==> config.mk <==
export PLATFORM = sky130hd
export DESIGN_NAME = cpg_top
export DESIGN_NICKNAME = d
export VERILOG_FILES = /design/src/hw/cpg_pkg.sv /design/src/hw/cpg_top.sv
export SDC_FILE = /design/constraint.sdc
export NUM_CORES = 1
export LEC_CHECK = 0
export ABC_AREA = 0
export ABC_CLOCK_PERIOD_IN_PS = 4500
export BUFFER_PORTS_ARGS = -buffer_cell sky130_fd_sc_hd__buf_2
export CAP_MARGIN = 15
export CORE_MARGIN = 1
export CORE_UTILIZATION = 40
export DETAILED_ROUTE_END_ITERATION = 6
export SYNTH_ARGS = -nofsm -noshare
export SYNTH_HDL_FRONTEND = slang
export SYNTH_SLANG_ARGS = --single-unit
==> constraint.sdc <==
create_clock -name clk_i -period 4.5 [get_ports clk_i]
set_input_delay 0.45 -clock clk_i [delete_from_list [all_inputs] [get_ports clk_i]]
set_output_delay 0.45 -clock clk_i [all_outputs]
set_load 0.02 [all_outputs]
==> src/hw/cpg_pkg.sv <==
// Purpose: Shared constants for the charger protection and gate control block.
// Assumes: 40 MHz system clock.
// Notes:   Analog thresholds are resolved by external comparators; timing, flag indices and state types live here.
package cpg_pkg;
    localparam int CLK_MHZ         = 40;
    localparam int CLK_PERIOD_PS   = 25000;
    localparam int DEAD_TIME_PS    = 30000;
    localparam int RECHARGE_PS     = 80000;
    localparam int BBM_US          = 10;
    localparam int ADAPTER_QUAL_MS = 700;
    // A least time rounds up, a longest time rounds down.
    localparam int DEAD_CYC        = (DEAD_TIME_PS + CLK_PERIOD_PS - 1) / CLK_PERIOD_PS;
    localparam int RECHARGE_CYC    = (RECHARGE_PS / CLK_PERIOD_PS) < 1 ? 1 : (RECHARGE_PS / CLK_PERIOD_PS);
    localparam int BBM_CYC         = BBM_US * CLK_MHZ;
    localparam int QUAL_CYC        = ADAPTER_QUAL_MS * 1000 * CLK_MHZ;
    localparam int CNT_W           = 32;
    localparam int NUM_FLAGS       = 13;
    // Flag indices into the synchronised comparator vector.
    localparam int F_PWM           = 0;
    localparam int F_SYNC_LO       = 1;
    localparam int F_SYNC_HI       = 2;
    localparam int F_BOOT_LOW      = 3;
    localparam int F_OVP           = 4;
    localparam int F_SUPPLY_OK     = 5;
    localparam int F_DET_LO        = 6;
    localparam int F_DET_HI        = 7;
    localparam int F_ADP_LOW       = 8;
    localparam int F_BAT_OV_HI     = 9;
    localparam int F_BAT_OV_LO     = 10;
    localparam int F_BATTERY_SHORT_FLAG     = 11;
    localparam int F_LEARN         = 12;
    typedef enum logic [2:0] {CPG_OFF, CPG_HIGH, CPG_DEAD_LO, CPG_LOW, CPG_PULSE, CPG_IDLE, CPG_DEAD_HI} cpg_gate_t;
    typedef enum logic [1:0] {CPG_SEL_BAT, CPG_SEL_GAP, CPG_SEL_ADP} cpg_sel_t;
endpackage : cpg_pkg

==> src/hw/cpg_top.sv <==
// What this block does
// Diode emulation below sync threshold, else synchronous.
// Sync decision: fall 13 mV, rise plus 8.
// Synchronous: complementary drives with 30 ns dead.
// Non-synchronous: one 80 ns low pulse after dead.
// Bootstrap low: only recharge pulse, no switching.
// Overvoltage: stop charge, adapter off, battery on.
// Overvoltage not latched, resumes automatically.
// Supply low: bias and switch drives inactive.
// Adapter node low: stay on battery.
// Battery over 104% stop, until below 102%.
// Battery short flag, charge target one eighth.
// Learn plus short: switch to adapter.
// Learn, battery recovers: back to battery.
// Over 145% current: high side off.
// Thermal shutdown above 155, release below 135.
// Adapter good low after 2.4 V and 700 ms.
// Current monitor grounded until supply and detect.
// Learn with adapter: battery on, no charge.
// Source change: both switches off 10 us.
// Comparators synchronised; delays counted from clock.
// Purpose: Gate sequencing, power selector and fault supervision of a charger.
// Assumes: Comparator flags are asynchronous levels; hysteresis pairs arrive as two flags.
// Notes:   Switch drive outputs are active high meaning switch on.
`timescale 1ns/1ps
module cpg_top #(
    parameter int QUAL_CYCLES = cpg_pkg::QUAL_CYC                  // Adapter qualification count.
) (
    input  wire logic clk_i,                                       // 40 MHz clock.
    input  wire logic reset_n_i,                                   // Async reset, active low.
    input  wire logic pwm_high_i,                                  // PWM request for high side.
    input  wire logic sync_below_13mv_i,                           // Sense below 13 mV.
    input  wire logic sync_above_21mv_i,                           // Sense above 13 mV plus 8 mV.
    input  wire logic boot_below_4v_i,                             // Bootstrap to phase under 4 V.
    input  wire logic ovp_above_i,                                 // Overvoltage set above 3.1 V.
    input  wire logic supply_above_5v_i,                           // Supply above 5 V.
    input  wire logic detect_above_0v6_i,                          // Adapter detect above 0.6 V.
    input  wire logic detect_above_2v4_i,                          // Adapter detect above 2.4 V.
    input  wire logic adapter_node_below_3v_i,                     // Adapter node below 3 V.
    input  wire logic bat_above_104_i,                             // Battery above 104 percent.
    input  wire logic bat_below_102_i,                             // Battery below 102 percent.
    input  wire logic battery_short_flag_i,                                 // Battery below short threshold.
    input  wire logic learn_i,                                     // Learn cycle request.
    input  wire logic overcurrent_i,                               // Charge current above 145 percent.
    input  wire logic thermal_hot_i,                               // Junction above 155 C.
    input  wire logic thermal_cool_i,                              // Junction below 135 C.
    output logic      high_side_gate_drive_o,                      // High side driver on.
    output logic      low_side_gate_drive_o,                       // Low side driver on.
    output logic      adapter_switch_drive_o,                      // Adapter switch on.
    output logic      battery_switch_drive_o,                      // Battery switch on.
    output logic      adapter_good_out_oe_o,                       // Pulls open-drain status low.
    output logic      adapter_good_out_o,                          // Status pin output level.
    output logic      input_current_monitor_en_o,                  // Current monitor active.
    output logic      gate_bias_regulator_en_o,                    // Bias regulator enabled.
    output logic      charge_enable_o,                             // Charging allowed.
    output logic      precharge_eighth_o,                          // Charge target cut to one eighth.
    output logic      battery_short_flag_o,                        // Battery short status.
    output logic      thermal_shutdown_flag_o,                     // Thermal shutdown status.
    output logic      input_overvoltage_flag_o,                    // Input overvoltage status.
    output logic      continuous_mode_o                            // Synchronous mode active.
);
    // ==================================================================
    // Input synchronisers
    // ==================================================================
    localparam int N = cpg_pkg::NUM_FLAGS;
    logic [N-1:0] raw;
    logic [N-1:0] meta_r;
    logic [N-1:0] flag_r;
    assign raw = {learn_i, battery_short_flag_i, bat_below_102_i, bat_above_104_i, adapter_node_below_3v_i,
                  detect_above_2v4_i, detect_above_0v6_i, supply_above_5v_i, ovp_above_i,
                  boot_below_4v_i, sync_above_21mv_i, sync_below_13mv_i, pwm_high_i};
    logic       oc_meta_r, oc_r, hot_meta_r, hot_r, cool_meta_r, cool_r;

    genvar g;
    generate
        for (g = 0; g < N; g++) begin : g_sync
            always_ff @(posedge clk_i or negedge reset_n_i) begin
                if (!reset_n_i) begin
                    meta_r[g] <= 1'b0;
                    flag_r[g] <= 1'b0;
                end else begin
                    meta_r[g] <= raw[g];
                    flag_r[g] <= meta_r[g];
                end
            end
        end
    endgenerate

    always_ff @(posedge clk_i or negedge reset_n_i) begin
        if (!reset_n_i) begin
            oc_meta_r   <= 1'b0;
            oc_r        <= 1'b0;
            hot_meta_r  <= 1'b0;
            hot_r       <= 1'b0;
            cool_meta_r <= 1'b0;
            cool_r      <= 1'b0;
        end else begin
            oc_meta_r   <= overcurrent_i;
            oc_r        <= oc_meta_r;
            hot_meta_r  <= thermal_hot_i;
            hot_r       <= hot_meta_r;
            cool_meta_r <= thermal_cool_i;
            cool_r      <= cool_meta_r;
        end
    end

    logic supply_ok;
    assign supply_ok = flag_r[cpg_pkg::F_SUPPLY_OK];

    // ==================================================================
    // Hysteretic supervisors
    // ==================================================================
    logic sync_r, bat_ov_r, thermal_r;
    always_ff @(posedge clk_i or negedge reset_n_i) begin
        if (!reset_n_i) begin
            sync_r <= 1'b0;
        end else if (flag_r[cpg_pkg::F_SYNC_LO]) begin
            sync_r <= 1'b0;
        end else if (flag_r[cpg_pkg::F_SYNC_HI]) begin
            sync_r <= 1'b1;
        end
    end

    always_ff @(posedge clk_i or negedge reset_n_i) begin
        if (!reset_n_i) begin
            bat_ov_r <= 1'b0;
        end else if (flag_r[cpg_pkg::F_BAT_OV_HI]) begin
            bat_ov_r <= 1'b1;
        end else if (flag_r[cpg_pkg::F_BAT_OV_LO]) begin
            bat_ov_r <= 1'b0;
        end
    end

    always_ff @(posedge clk_i or negedge reset_n_i) begin
        if (!reset_n_i) begin
            thermal_r <= 1'b0;
        end else if (hot_r) begin
            thermal_r <= 1'b1;
        end else if (cool_r) begin
            thermal_r <= 1'b0;
        end
    end

    // ==================================================================
    // Adapter qualification
    // ==================================================================
    logic [cpg_pkg::CNT_W-1:0] qual_cnt_r;
    logic                      adp_good_r;
    always_ff @(posedge clk_i or negedge reset_n_i) begin
        if (!reset_n_i) begin
            qual_cnt_r <= '0;
            adp_good_r <= 1'b0;
        end else if (!flag_r[cpg_pkg::F_DET_HI] || !supply_ok) begin
            qual_cnt_r <= '0;
            adp_good_r <= 1'b0;
        end else if (qual_cnt_r < cpg_pkg::CNT_W'(QUAL_CYCLES - 1)) begin
            qual_cnt_r <= qual_cnt_r + 1'b1;
        end else begin
            adp_good_r <= 1'b1;
        end
    end

    // ==================================================================
    // System power selector
    // ==================================================================
    logic want_adp;
    logic learn_hold;
    // Learn overrides to battery unless the battery is depleted.
    assign learn_hold = flag_r[cpg_pkg::F_LEARN] && !flag_r[cpg_pkg::F_BATTERY_SHORT_FLAG];
    assign want_adp   = adp_good_r && !flag_r[cpg_pkg::F_OVP] && !learn_hold
                        && !flag_r[cpg_pkg::F_ADP_LOW];

    cpg_pkg::cpg_sel_t         sel_r;
    logic                      sel_tgt_r;
    logic [cpg_pkg::CNT_W-1:0] bbm_cnt_r;
    always_ff @(posedge clk_i or negedge reset_n_i) begin
        if (!reset_n_i) begin
            sel_r     <= cpg_pkg::CPG_SEL_BAT;
            sel_tgt_r <= 1'b0;
            bbm_cnt_r <= '0;
        end else begin
            unique case (sel_r)
                cpg_pkg::CPG_SEL_BAT: if (want_adp) begin
                    sel_r     <= cpg_pkg::CPG_SEL_GAP;
                    sel_tgt_r <= 1'b1;
                    bbm_cnt_r <= '0;
                end
                cpg_pkg::CPG_SEL_ADP: if (!want_adp) begin
                    sel_r     <= cpg_pkg::CPG_SEL_GAP;
                    sel_tgt_r <= 1'b0;
                    bbm_cnt_r <= '0;
                end
                cpg_pkg::CPG_SEL_GAP: begin
                    if (bbm_cnt_r >= cpg_pkg::CNT_W'(cpg_pkg::BBM_CYC - 1)) begin
                        sel_r <= sel_tgt_r ? cpg_pkg::CPG_SEL_ADP : cpg_pkg::CPG_SEL_BAT;
                    end else begin
                        bbm_cnt_r <= bbm_cnt_r + 1'b1;
                    end
                end
                default: sel_r <= cpg_pkg::CPG_SEL_BAT;
            endcase
        end
    end

    // ==================================================================
    // Charge permission and status
    // ==================================================================
    logic charge_ok;
    assign charge_ok = supply_ok && sel_r == cpg_pkg::CPG_SEL_ADP && !flag_r[cpg_pkg::F_OVP]
                       && !thermal_r && !flag_r[cpg_pkg::F_LEARN];

    always_ff @(posedge clk_i or negedge reset_n_i) begin
        if (!reset_n_i) begin
            adapter_switch_drive_o     <= 1'b0;
            battery_switch_drive_o     <= 1'b0;
            adapter_good_out_oe_o      <= 1'b0;
            adapter_good_out_o         <= 1'b0;
            input_current_monitor_en_o <= 1'b0;
            gate_bias_regulator_en_o   <= 1'b0;
            charge_enable_o            <= 1'b0;
            precharge_eighth_o         <= 1'b0;
            battery_short_flag_o       <= 1'b0;
            thermal_shutdown_flag_o    <= 1'b0;
            input_overvoltage_flag_o   <= 1'b0;
            continuous_mode_o          <= 1'b0;
        end else begin
            // Supply low keeps switch drive bias off, so both switches float off.
            adapter_switch_drive_o     <= supply_ok && sel_r == cpg_pkg::CPG_SEL_ADP && want_adp;
            battery_switch_drive_o     <= supply_ok && sel_r == cpg_pkg::CPG_SEL_BAT;
            adapter_good_out_oe_o      <= adp_good_r;
            adapter_good_out_o         <= 1'b0;
            input_current_monitor_en_o <= supply_ok && flag_r[cpg_pkg::F_DET_LO];
            gate_bias_regulator_en_o   <= supply_ok;
            charge_enable_o            <= charge_ok;
            precharge_eighth_o         <= flag_r[cpg_pkg::F_BATTERY_SHORT_FLAG];
            battery_short_flag_o       <= flag_r[cpg_pkg::F_BATTERY_SHORT_FLAG];
            thermal_shutdown_flag_o    <= thermal_r;
            input_overvoltage_flag_o   <= flag_r[cpg_pkg::F_OVP];
            continuous_mode_o          <= sync_r;
        end
    end

    // ==================================================================
    // Gate drive sequencer
    // ==================================================================
    logic run, hs_allow;
    assign run      = charge_enable_o && supply_ok && !bat_ov_r;
    assign hs_allow = run && flag_r[cpg_pkg::F_PWM] && !oc_r && !flag_r[cpg_pkg::F_BOOT_LOW];

    cpg_pkg::cpg_gate_t        gst_r;
    logic [cpg_pkg::CNT_W-1:0] gcnt_r;
    logic                      boot_pulse_r;
    always_ff @(posedge clk_i or negedge reset_n_i) begin
        if (!reset_n_i) begin
            gst_r        <= cpg_pkg::CPG_OFF;
            gcnt_r       <= '0;
            boot_pulse_r <= 1'b0;
        end else begin
            gcnt_r <= gcnt_r + 1'b1;
            unique case (gst_r)
                cpg_pkg::CPG_OFF, cpg_pkg::CPG_IDLE: begin
                    if (hs_allow) begin
                        gst_r <= cpg_pkg::CPG_HIGH;
                    end else if (run && flag_r[cpg_pkg::F_BOOT_LOW] && !boot_pulse_r) begin
                        gst_r        <= cpg_pkg::CPG_PULSE;
                        boot_pulse_r <= 1'b1;
                        gcnt_r       <= '0;
                    end else if (run && sync_r && gst_r == cpg_pkg::CPG_OFF && !flag_r[cpg_pkg::F_BOOT_LOW]) begin
                        gst_r <= cpg_pkg::CPG_LOW;
                    end
                    if (!flag_r[cpg_pkg::F_BOOT_LOW]) begin
                        boot_pulse_r <= 1'b0;
                    end
                end
                cpg_pkg::CPG_HIGH: if (!hs_allow) begin
                    gst_r  <= cpg_pkg::CPG_DEAD_LO;
                    gcnt_r <= '0;
                end
                cpg_pkg::CPG_DEAD_LO: if (gcnt_r >= cpg_pkg::CNT_W'(cpg_pkg::DEAD_CYC - 1)) begin
                    gcnt_r       <= '0;
                    boot_pulse_r <= flag_r[cpg_pkg::F_BOOT_LOW];
                    if (!run) gst_r <= cpg_pkg::CPG_OFF;
                    else gst_r <= (sync_r && !flag_r[cpg_pkg::F_BOOT_LOW]) ? cpg_pkg::CPG_LOW
                                                                           : cpg_pkg::CPG_PULSE;
                end
                cpg_pkg::CPG_LOW: if (hs_allow || !run || !sync_r || flag_r[cpg_pkg::F_BOOT_LOW]) begin
                    gst_r  <= cpg_pkg::CPG_DEAD_HI;
                    gcnt_r <= '0;
                end
                cpg_pkg::CPG_PULSE: if (gcnt_r >= cpg_pkg::CNT_W'(cpg_pkg::RECHARGE_CYC - 1)) begin
                    gst_r <= cpg_pkg::CPG_IDLE;
                end
                cpg_pkg::CPG_DEAD_HI: if (gcnt_r >= cpg_pkg::CNT_W'(cpg_pkg::DEAD_CYC - 1)) begin
                    gst_r <= cpg_pkg::CPG_OFF;
                end
                default: gst_r <= cpg_pkg::CPG_OFF;
            endcase
        end
    end

    always_ff @(posedge clk_i or negedge reset_n_i) begin
        if (!reset_n_i) begin
            high_side_gate_drive_o <= 1'b0;
            low_side_gate_drive_o  <= 1'b0;
        end else begin
            high_side_gate_drive_o <= gst_r == cpg_pkg::CPG_HIGH && hs_allow;
            low_side_gate_drive_o  <= (gst_r == cpg_pkg::CPG_LOW || gst_r == cpg_pkg::CPG_PULSE)
                                      && supply_ok;
        end
    end

    // ==================================================================
    // Checks
    // ==================================================================
    AST_NO_SHOOT: assert property (@(posedge clk_i) disable iff (!reset_n_i)
        !(high_side_gate_drive_o && low_side_gate_drive_o)) else $error("Both gate drives on.");
    AST_DEAD_GAP: assert property (@(posedge clk_i) disable iff (!reset_n_i)
        $fell(high_side_gate_drive_o) |-> (!low_side_gate_drive_o)[*2]) else $error("No dead time after high side.");
    AST_SEL_EXCL: assert property (@(posedge clk_i) disable iff (!reset_n_i)
        !(adapter_switch_drive_o && battery_switch_drive_o)) else $error("Both switches on.");
    AST_BBM_GAP: assert property (@(posedge clk_i) disable iff (!reset_n_i)
        (sel_r == cpg_pkg::CPG_SEL_BAT) ##1 (sel_r == cpg_pkg::CPG_SEL_GAP) |-> ##1 !adapter_switch_drive_o[*8])
        else $error("Adapter switch on during gap.");
    AST_OVP_OFF: assert property (@(posedge clk_i) disable iff (!reset_n_i)
        flag_r[cpg_pkg::F_OVP] |-> ##1 !charge_enable_o && !adapter_switch_drive_o) else $error("Overvoltage not acted.");
    AST_OC_HS: assert property (@(posedge clk_i) disable iff (!reset_n_i)
        oc_r |-> ##1 !high_side_gate_drive_o) else $error("High side on in overcurrent.");
    AST_BOOT_HS: assert property (@(posedge clk_i) disable iff (!reset_n_i)
        flag_r[cpg_pkg::F_BOOT_LOW] |-> ##1 !high_side_gate_drive_o) else $error("High side on with low bootstrap.");
    AST_BOOT_LS: assert property (@(posedge clk_i) disable iff (!reset_n_i)
        flag_r[cpg_pkg::F_BOOT_LOW] |=> gst_r != cpg_pkg::CPG_LOW) else $error("Low side held with low bootstrap.");
    AST_SUPPLY_UNDERVOLTAGE_LOCK: assert property (@(posedge clk_i) disable iff (!reset_n_i)
        !supply_ok |-> ##1 !gate_bias_regulator_en_o && !battery_switch_drive_o && !input_current_monitor_en_o)
        else $error("Bias active at low supply.");
    AST_GOOD_QUAL: assert property (@(posedge clk_i) disable iff (!reset_n_i)
        $rose(adapter_good_out_oe_o) |-> $past(qual_cnt_r) == cpg_pkg::CNT_W'(QUAL_CYCLES - 1))
        else $error("Adapter good early.");
    AST_PULSE_LEN: assert property (@(posedge clk_i) disable iff (!reset_n_i)
        $rose(gst_r == cpg_pkg::CPG_PULSE) |-> (gst_r == cpg_pkg::CPG_PULSE)[*3] ##1 gst_r != cpg_pkg::CPG_PULSE)
        else $error("Recharge pulse length wrong.");
    AST_BAT_OV: assert property (@(posedge clk_i) disable iff (!reset_n_i)
        bat_ov_r |-> ##1 !high_side_gate_drive_o) else $error("High side on in battery overvoltage.");
    CV_SYNC: cover property (@(posedge clk_i) disable iff (!reset_n_i) gst_r == cpg_pkg::CPG_LOW);
    CV_PULSE: cover property (@(posedge clk_i) disable iff (!reset_n_i) gst_r == cpg_pkg::CPG_PULSE);
    CV_ADP: cover property (@(posedge clk_i) disable iff (!reset_n_i) adapter_switch_drive_o);
    CV_LEARN_EXIT: cover property (@(posedge clk_i) disable iff (!reset_n_i)
        flag_r[cpg_pkg::F_LEARN] && flag_r[cpg_pkg::F_BATTERY_SHORT_FLAG] && adapter_switch_drive_o);
endmodule // cpg_top

* Yosys cells after proc, flatten, opt, wreduce, memory -nomap -nowiden
Cells that the tools add are included.
** Word-level totals
- Logic and storage cells :: 185
- Output and inout port bits :: 14
- Bits in registers :: 151
** Operators by class
- Equal/unequal tests :: 21
- Add/sub/neg operators :: 3
- Mux-type cells :: 44
- Reductions and logical operators :: 58
- Magnitude comparators :: 4
** Operators by type and width (number)
- $mux 32 :: 10
- $pmux 32 s4 :: 1
- $add 32x1->32 const B :: 3
- $pmux 32 s3 :: 1
- $ge 32x1->1 const B :: 1
- $ge 32x2->1 const B :: 1
- $ge 32x9->1 const B :: 1
- $lt 32x25->1 const B :: 1
- $mux 3 :: 10
- $logic_and 1x1->1 :: 24
- $ne 2x2->1 const B :: 10
- $pmux 3 s6 :: 1
- $logic_not 1->1 :: 14
- $mux 1 :: 14
- $reduce_bool 2->1 :: 6
- $eq 3x3->1 const B :: 3
- $mux 2 :: 4
- $reduce_and 4->1 :: 2
- $eq 3x2->1 const B :: 2
- $ne 3x3->1 const B :: 2
- $pmux 2 s3 :: 1
- $reduce_and 3->1 :: 2
- $reduce_and 6->1 :: 1
- $logic_or 1x1->1 :: 5
- other kinds (9) :: 10

* Depth between registers and ports, before layout
- Depth in word-level cells :: 10
- Depth in mapped cells :: 9

* Worst setup path after synthesis
OpenSTA, ideal clock, no wires.
- Path kind :: register -> register
- Start point :: reg qual_cnt_r[11] (netlist bit)
- End point :: reg qual_cnt_r[15] (netlist bit)
- Stages on the path, launching flop included :: 7
- Period minus slack after synthesis :: 1885 ps
- Path slack :: 2615 ps
- Arrival :: 1753 ps
- Library setup time :: 132 ps
- Cell sequence :: dfrtp_1 and3_1 a311o_1 a311oi_2 nand3_1 xnor2_1 nor2_1
** On the way
- Longest elaborated chain between the ends :: 3
** Ends and longest elaborated chain
- start: declaration :: RTL line cpg_top.sv:147 : logic [cpg_pkg::CNT_W-1:0] qual_cnt_r;
- start signal: assignment :: RTL line cpg_top.sv:157 : qual_cnt_r <= qual_cnt_r + 1'b1;
- $add 32x1->32 :: RTL line cpg_top.sv:157
- $mux 32 :: RTL line cpg_top.sv:156 : end else if (qual_cnt_r < cpg_pkg::CNT_W'(QUAL_CYCLES - 1)) begin
- $mux 32 :: RTL line cpg_top.sv:153 : end else if (!flag_r[cpg_pkg::F_DET_HI] || !supply_ok) begin
Parallel ways exist; a longest one is shown, timed or not. The select of a mux whose other input is x is not followed.
A chain may end at the register's enable or synchronous reset.

* Worst setup path after layout
- Start point :: reg flag_r[4]
- End point :: reg bbm_cnt_r[8] (netlist bit)
** On the way
- Longest elaborated chain between the ends :: 6
** Ends and longest elaborated chain
- start: declaration :: RTL line cpg_top.sv:68 : logic [N-1:0] flag_r;
- start signal: indexed assignment :: RTL line cpg_top.sv:83 : flag_r[g] <= meta_r[g];
- $logic_not 1->1 (*) :: RTL line cpg_top.sv:170 : assign want_adp = adp_good_r && !flag_r[cpg_pkg::F_OVP] && !learn_hold
- $logic_and 1x1->1 (*) (2 in series) :: RTL line cpg_top.sv:170
- $logic_and 1x1->1 (*) :: RTL line cpg_top.sv:171 : && !flag_r[cpg_pkg::F_ADP_LOW];
- $ne 2x2->1 (no line)
- $reduce_and 4->1 (no line) (*)
- end signal: assignment :: RTL line cpg_top.sv:197 : bbm_cnt_r <= bbm_cnt_r + 1'b1;
- end: declaration :: RTL line cpg_top.sv:175 : logic [cpg_pkg::CNT_W-1:0] bbm_cnt_r;
Every way passes the cells marked *; elsewhere a longest branch is shown, timed or not.

==> results.txt <==
status - completed
maximum VDD drop - 0.000275 V
Starting DRT DRC Count - 241
endpoints failing setup - 0
Fin. Hold Viols - 0
Via density - 5.14
P_leak - 3.35 nW
Worst Setup Start Kind - flip-flop
worst slew pin tran - 0.890 ns
Worst Hold Class - in -> async
initial antenna violation count - 0
critical path arrival - 2.77 ns
worst path cell trace - nor3b_1, nor4bb_1, a21o_2, or2_1, a41oi_1, nor2_1
CTS Hold Bufs - 0
placed cell count - 819
Clock Skew - 0.00712 ns
Design Power - 0.00275 W
ratio of final minimum period to clock period - 0.537
full die area - 16700 µm²
Die Y - 129 µm
Warnings, synthesis - 0
largest area contributor in the netlist - dfrtp_1
clock slew at reported path FFs - 0.06 ns
Root Driver - clkbuf_16
CTS Buffer Depth - 2
detailed-route wire length - 12200 µm
leading register cell type out of synthesis - dfrtp_1
post-route insts no fill - 850
Max-Cap Viols - 0
CP Launch Point - flag_r[4]
CTS Buf Count - 17
dpl hpwl - 8030 µm
PwrDens - 374 nW/µm²
TritonCTS clock tree - built
most frequent cells in the layout - dfrtp_1, nor2_1, nand2_1
gr usage total - 0.166
WL/cell - 14.3 µm
vias in the first global route - 4437
Data required, critical path - 4.85 ns
EDFF count, synth - 0
Yosys cell types - 64
Seq/Total Area, Yosys - 0.585
Synthesized Nets - 613
post-CTS setup buffers - 0
Clk Latency, worst-skew pair - 0.42 ns
worst setup path category - reg -> reg
Layout fillers - 1437
Worst setup EP type - flip-flop
commonest non-fill, non-tap cell in the layout - dfrtp_1
nets@finish - 646
row cnt - 46
crit path max fanout - 36
share of cells above drive strength 1 - 0.123
clk sinks - 151
Starting Density - 0.408
Hold Slack - 0.108 ns
total gr overflow - 0
Worst path max stage delay - 0.55 ns
synthesized flop and latch total - 151
setup_tns - 0 ns
worst reg2reg path depth - 6
final max-slew violation count - 0
core area - 15800 µm²
Synth Instances - 589
DRC viols - 0
RSZ-0062 raised after global routing - no
crit path time final - 2.42 ns
ant diodes - 0
DRT antenna net count - 0
slowest CP cell - a21o_2
fin util - 0.463
largest cells by area after synthesis - dfrtp_1, nor2_1, xor2_1
post-CTS sizing - 0
drt pass-1 iters - 4
largest net degree at the start of global routing - 90
Yosys top cell area share - 0.585
first-pass GRT wire length - 21300 µm
Layout area overhead - 13.6%
synthesized area - 6460 µm²
total number of vias - 4372
r2r setup slk - 2.08 ns
num ports - 32
RePlAce Congestion - 0.784
f_max - 0.414 GHz
Slew headroom - 0.405
port buffer count - 30
H-tree depth - 4
syn_area_per_cell - 11.0 µm²
Die Wd - 129 µm
worst reg2reg startpoint - flag_r[4]
asr flop ratio synth - 1.00
[final timing paths]
check / endpoint
setup / recovery: bbm_cnt_r[8]
hold / removal: gcnt_r[3]
setup reg to reg: bbm_cnt_r[8]
hold reg to reg: flag_r[9]
max in group asynchronous: bbm_cnt_r[5]
min in group clk_i: meta_r[12]
[flip-flops by register name, indices dropped and copies added, names as in the netlist, 2 cells and up]
| signal | count |
|---|---|
| sel_r | 2 |
| gcnt_r | 32 |
| flag_r | 12 |
| qual_cnt_r | 32 |
| bbm_cnt_r | 32 |
| gst_r | 3 |
| meta_r | 13 |
[metal layers]
metal | GRT usage | share of wire
met2 | 0.267 | 0.48
met1 | 0.213 | 0.47
met3 | 0.0438 | 0.030
met5 | 0 | 0
met4 | 0.0734 | 0.017
[metrics by stage]
step / setup WS (ns) / cell area (µm²)
after CTS: 2.08 / 7330
after global placement: 2.19 / 6790
after floorplan: 2.62 / 6460
after global routing: 1.80 / 7330
after detailed placement: 2.11 / 6790
final: 2.08 / 7330
[Yosys cell counts, drive strengths merged, types with 2 or more instances]
master   number
xnor2        23
nand2        36
a211oi        3
or4           2
nor3b         3
clkbuf        8
mux2i         2
o2111ai       2
o31ai         4
xor2         31
dfrtp       151
nor3         15
o211ai        6
nand3b        4
or3           6
nor2         92
nor4bb        2
a21oi        12
and4          5
nor2b        14
nor4         19
nand2b        3
inv          15
and2          4
a31oi         9
nand3        18
buf          10
o21ai        13
a31o          2
a21o          4
nand4        17
o22ai         3
a41oi         4
and3         25
ha            6
[critical path: cells and delay by family (launching register included)]
kind / cells / cell delay [ns]
compound gates: 2 / 0.74
simple gates: 4 / 1.19
flops: 1 / 0.39
[power by group]
| part | total (W) | switching, W | internal, W |
|---|---|---|---|
| registers | 0.00139 | 0.0000124 | 0.00138 |
| logic | 0.0000563 | 0.0000420 | 0.0000143 |
| clock network | 0.00130 | 0.000549 | 0.000749 |
[cell families after synthesis]
family                   share of synthesized area
flip-flops                                   0.585
multiplexers                               0.00484
adder cells (fa/ha/maj)                     0.0132
buffers and inverters                       0.0283
XOR/XNOR                                    0.0732
AND/OR/NAND/NOR                              0.221
AO/OA/AOI/OAI                               0.0736
other                                     0.000581
[area by class of cell]
cell class	count	area, µm²	share of cell area
well taps	216	270	0.0368
inverters	15	56.3	0.00768
flip-flops and latches	151	3780	0.515
clock inverters	9	71.3	0.00972
repair buffers	33	179	0.0244
clock buffers	22	474	0.0647
multi-input cells	404	2500	0.342
No activity file was read; power rests on OpenSTA's default activity.
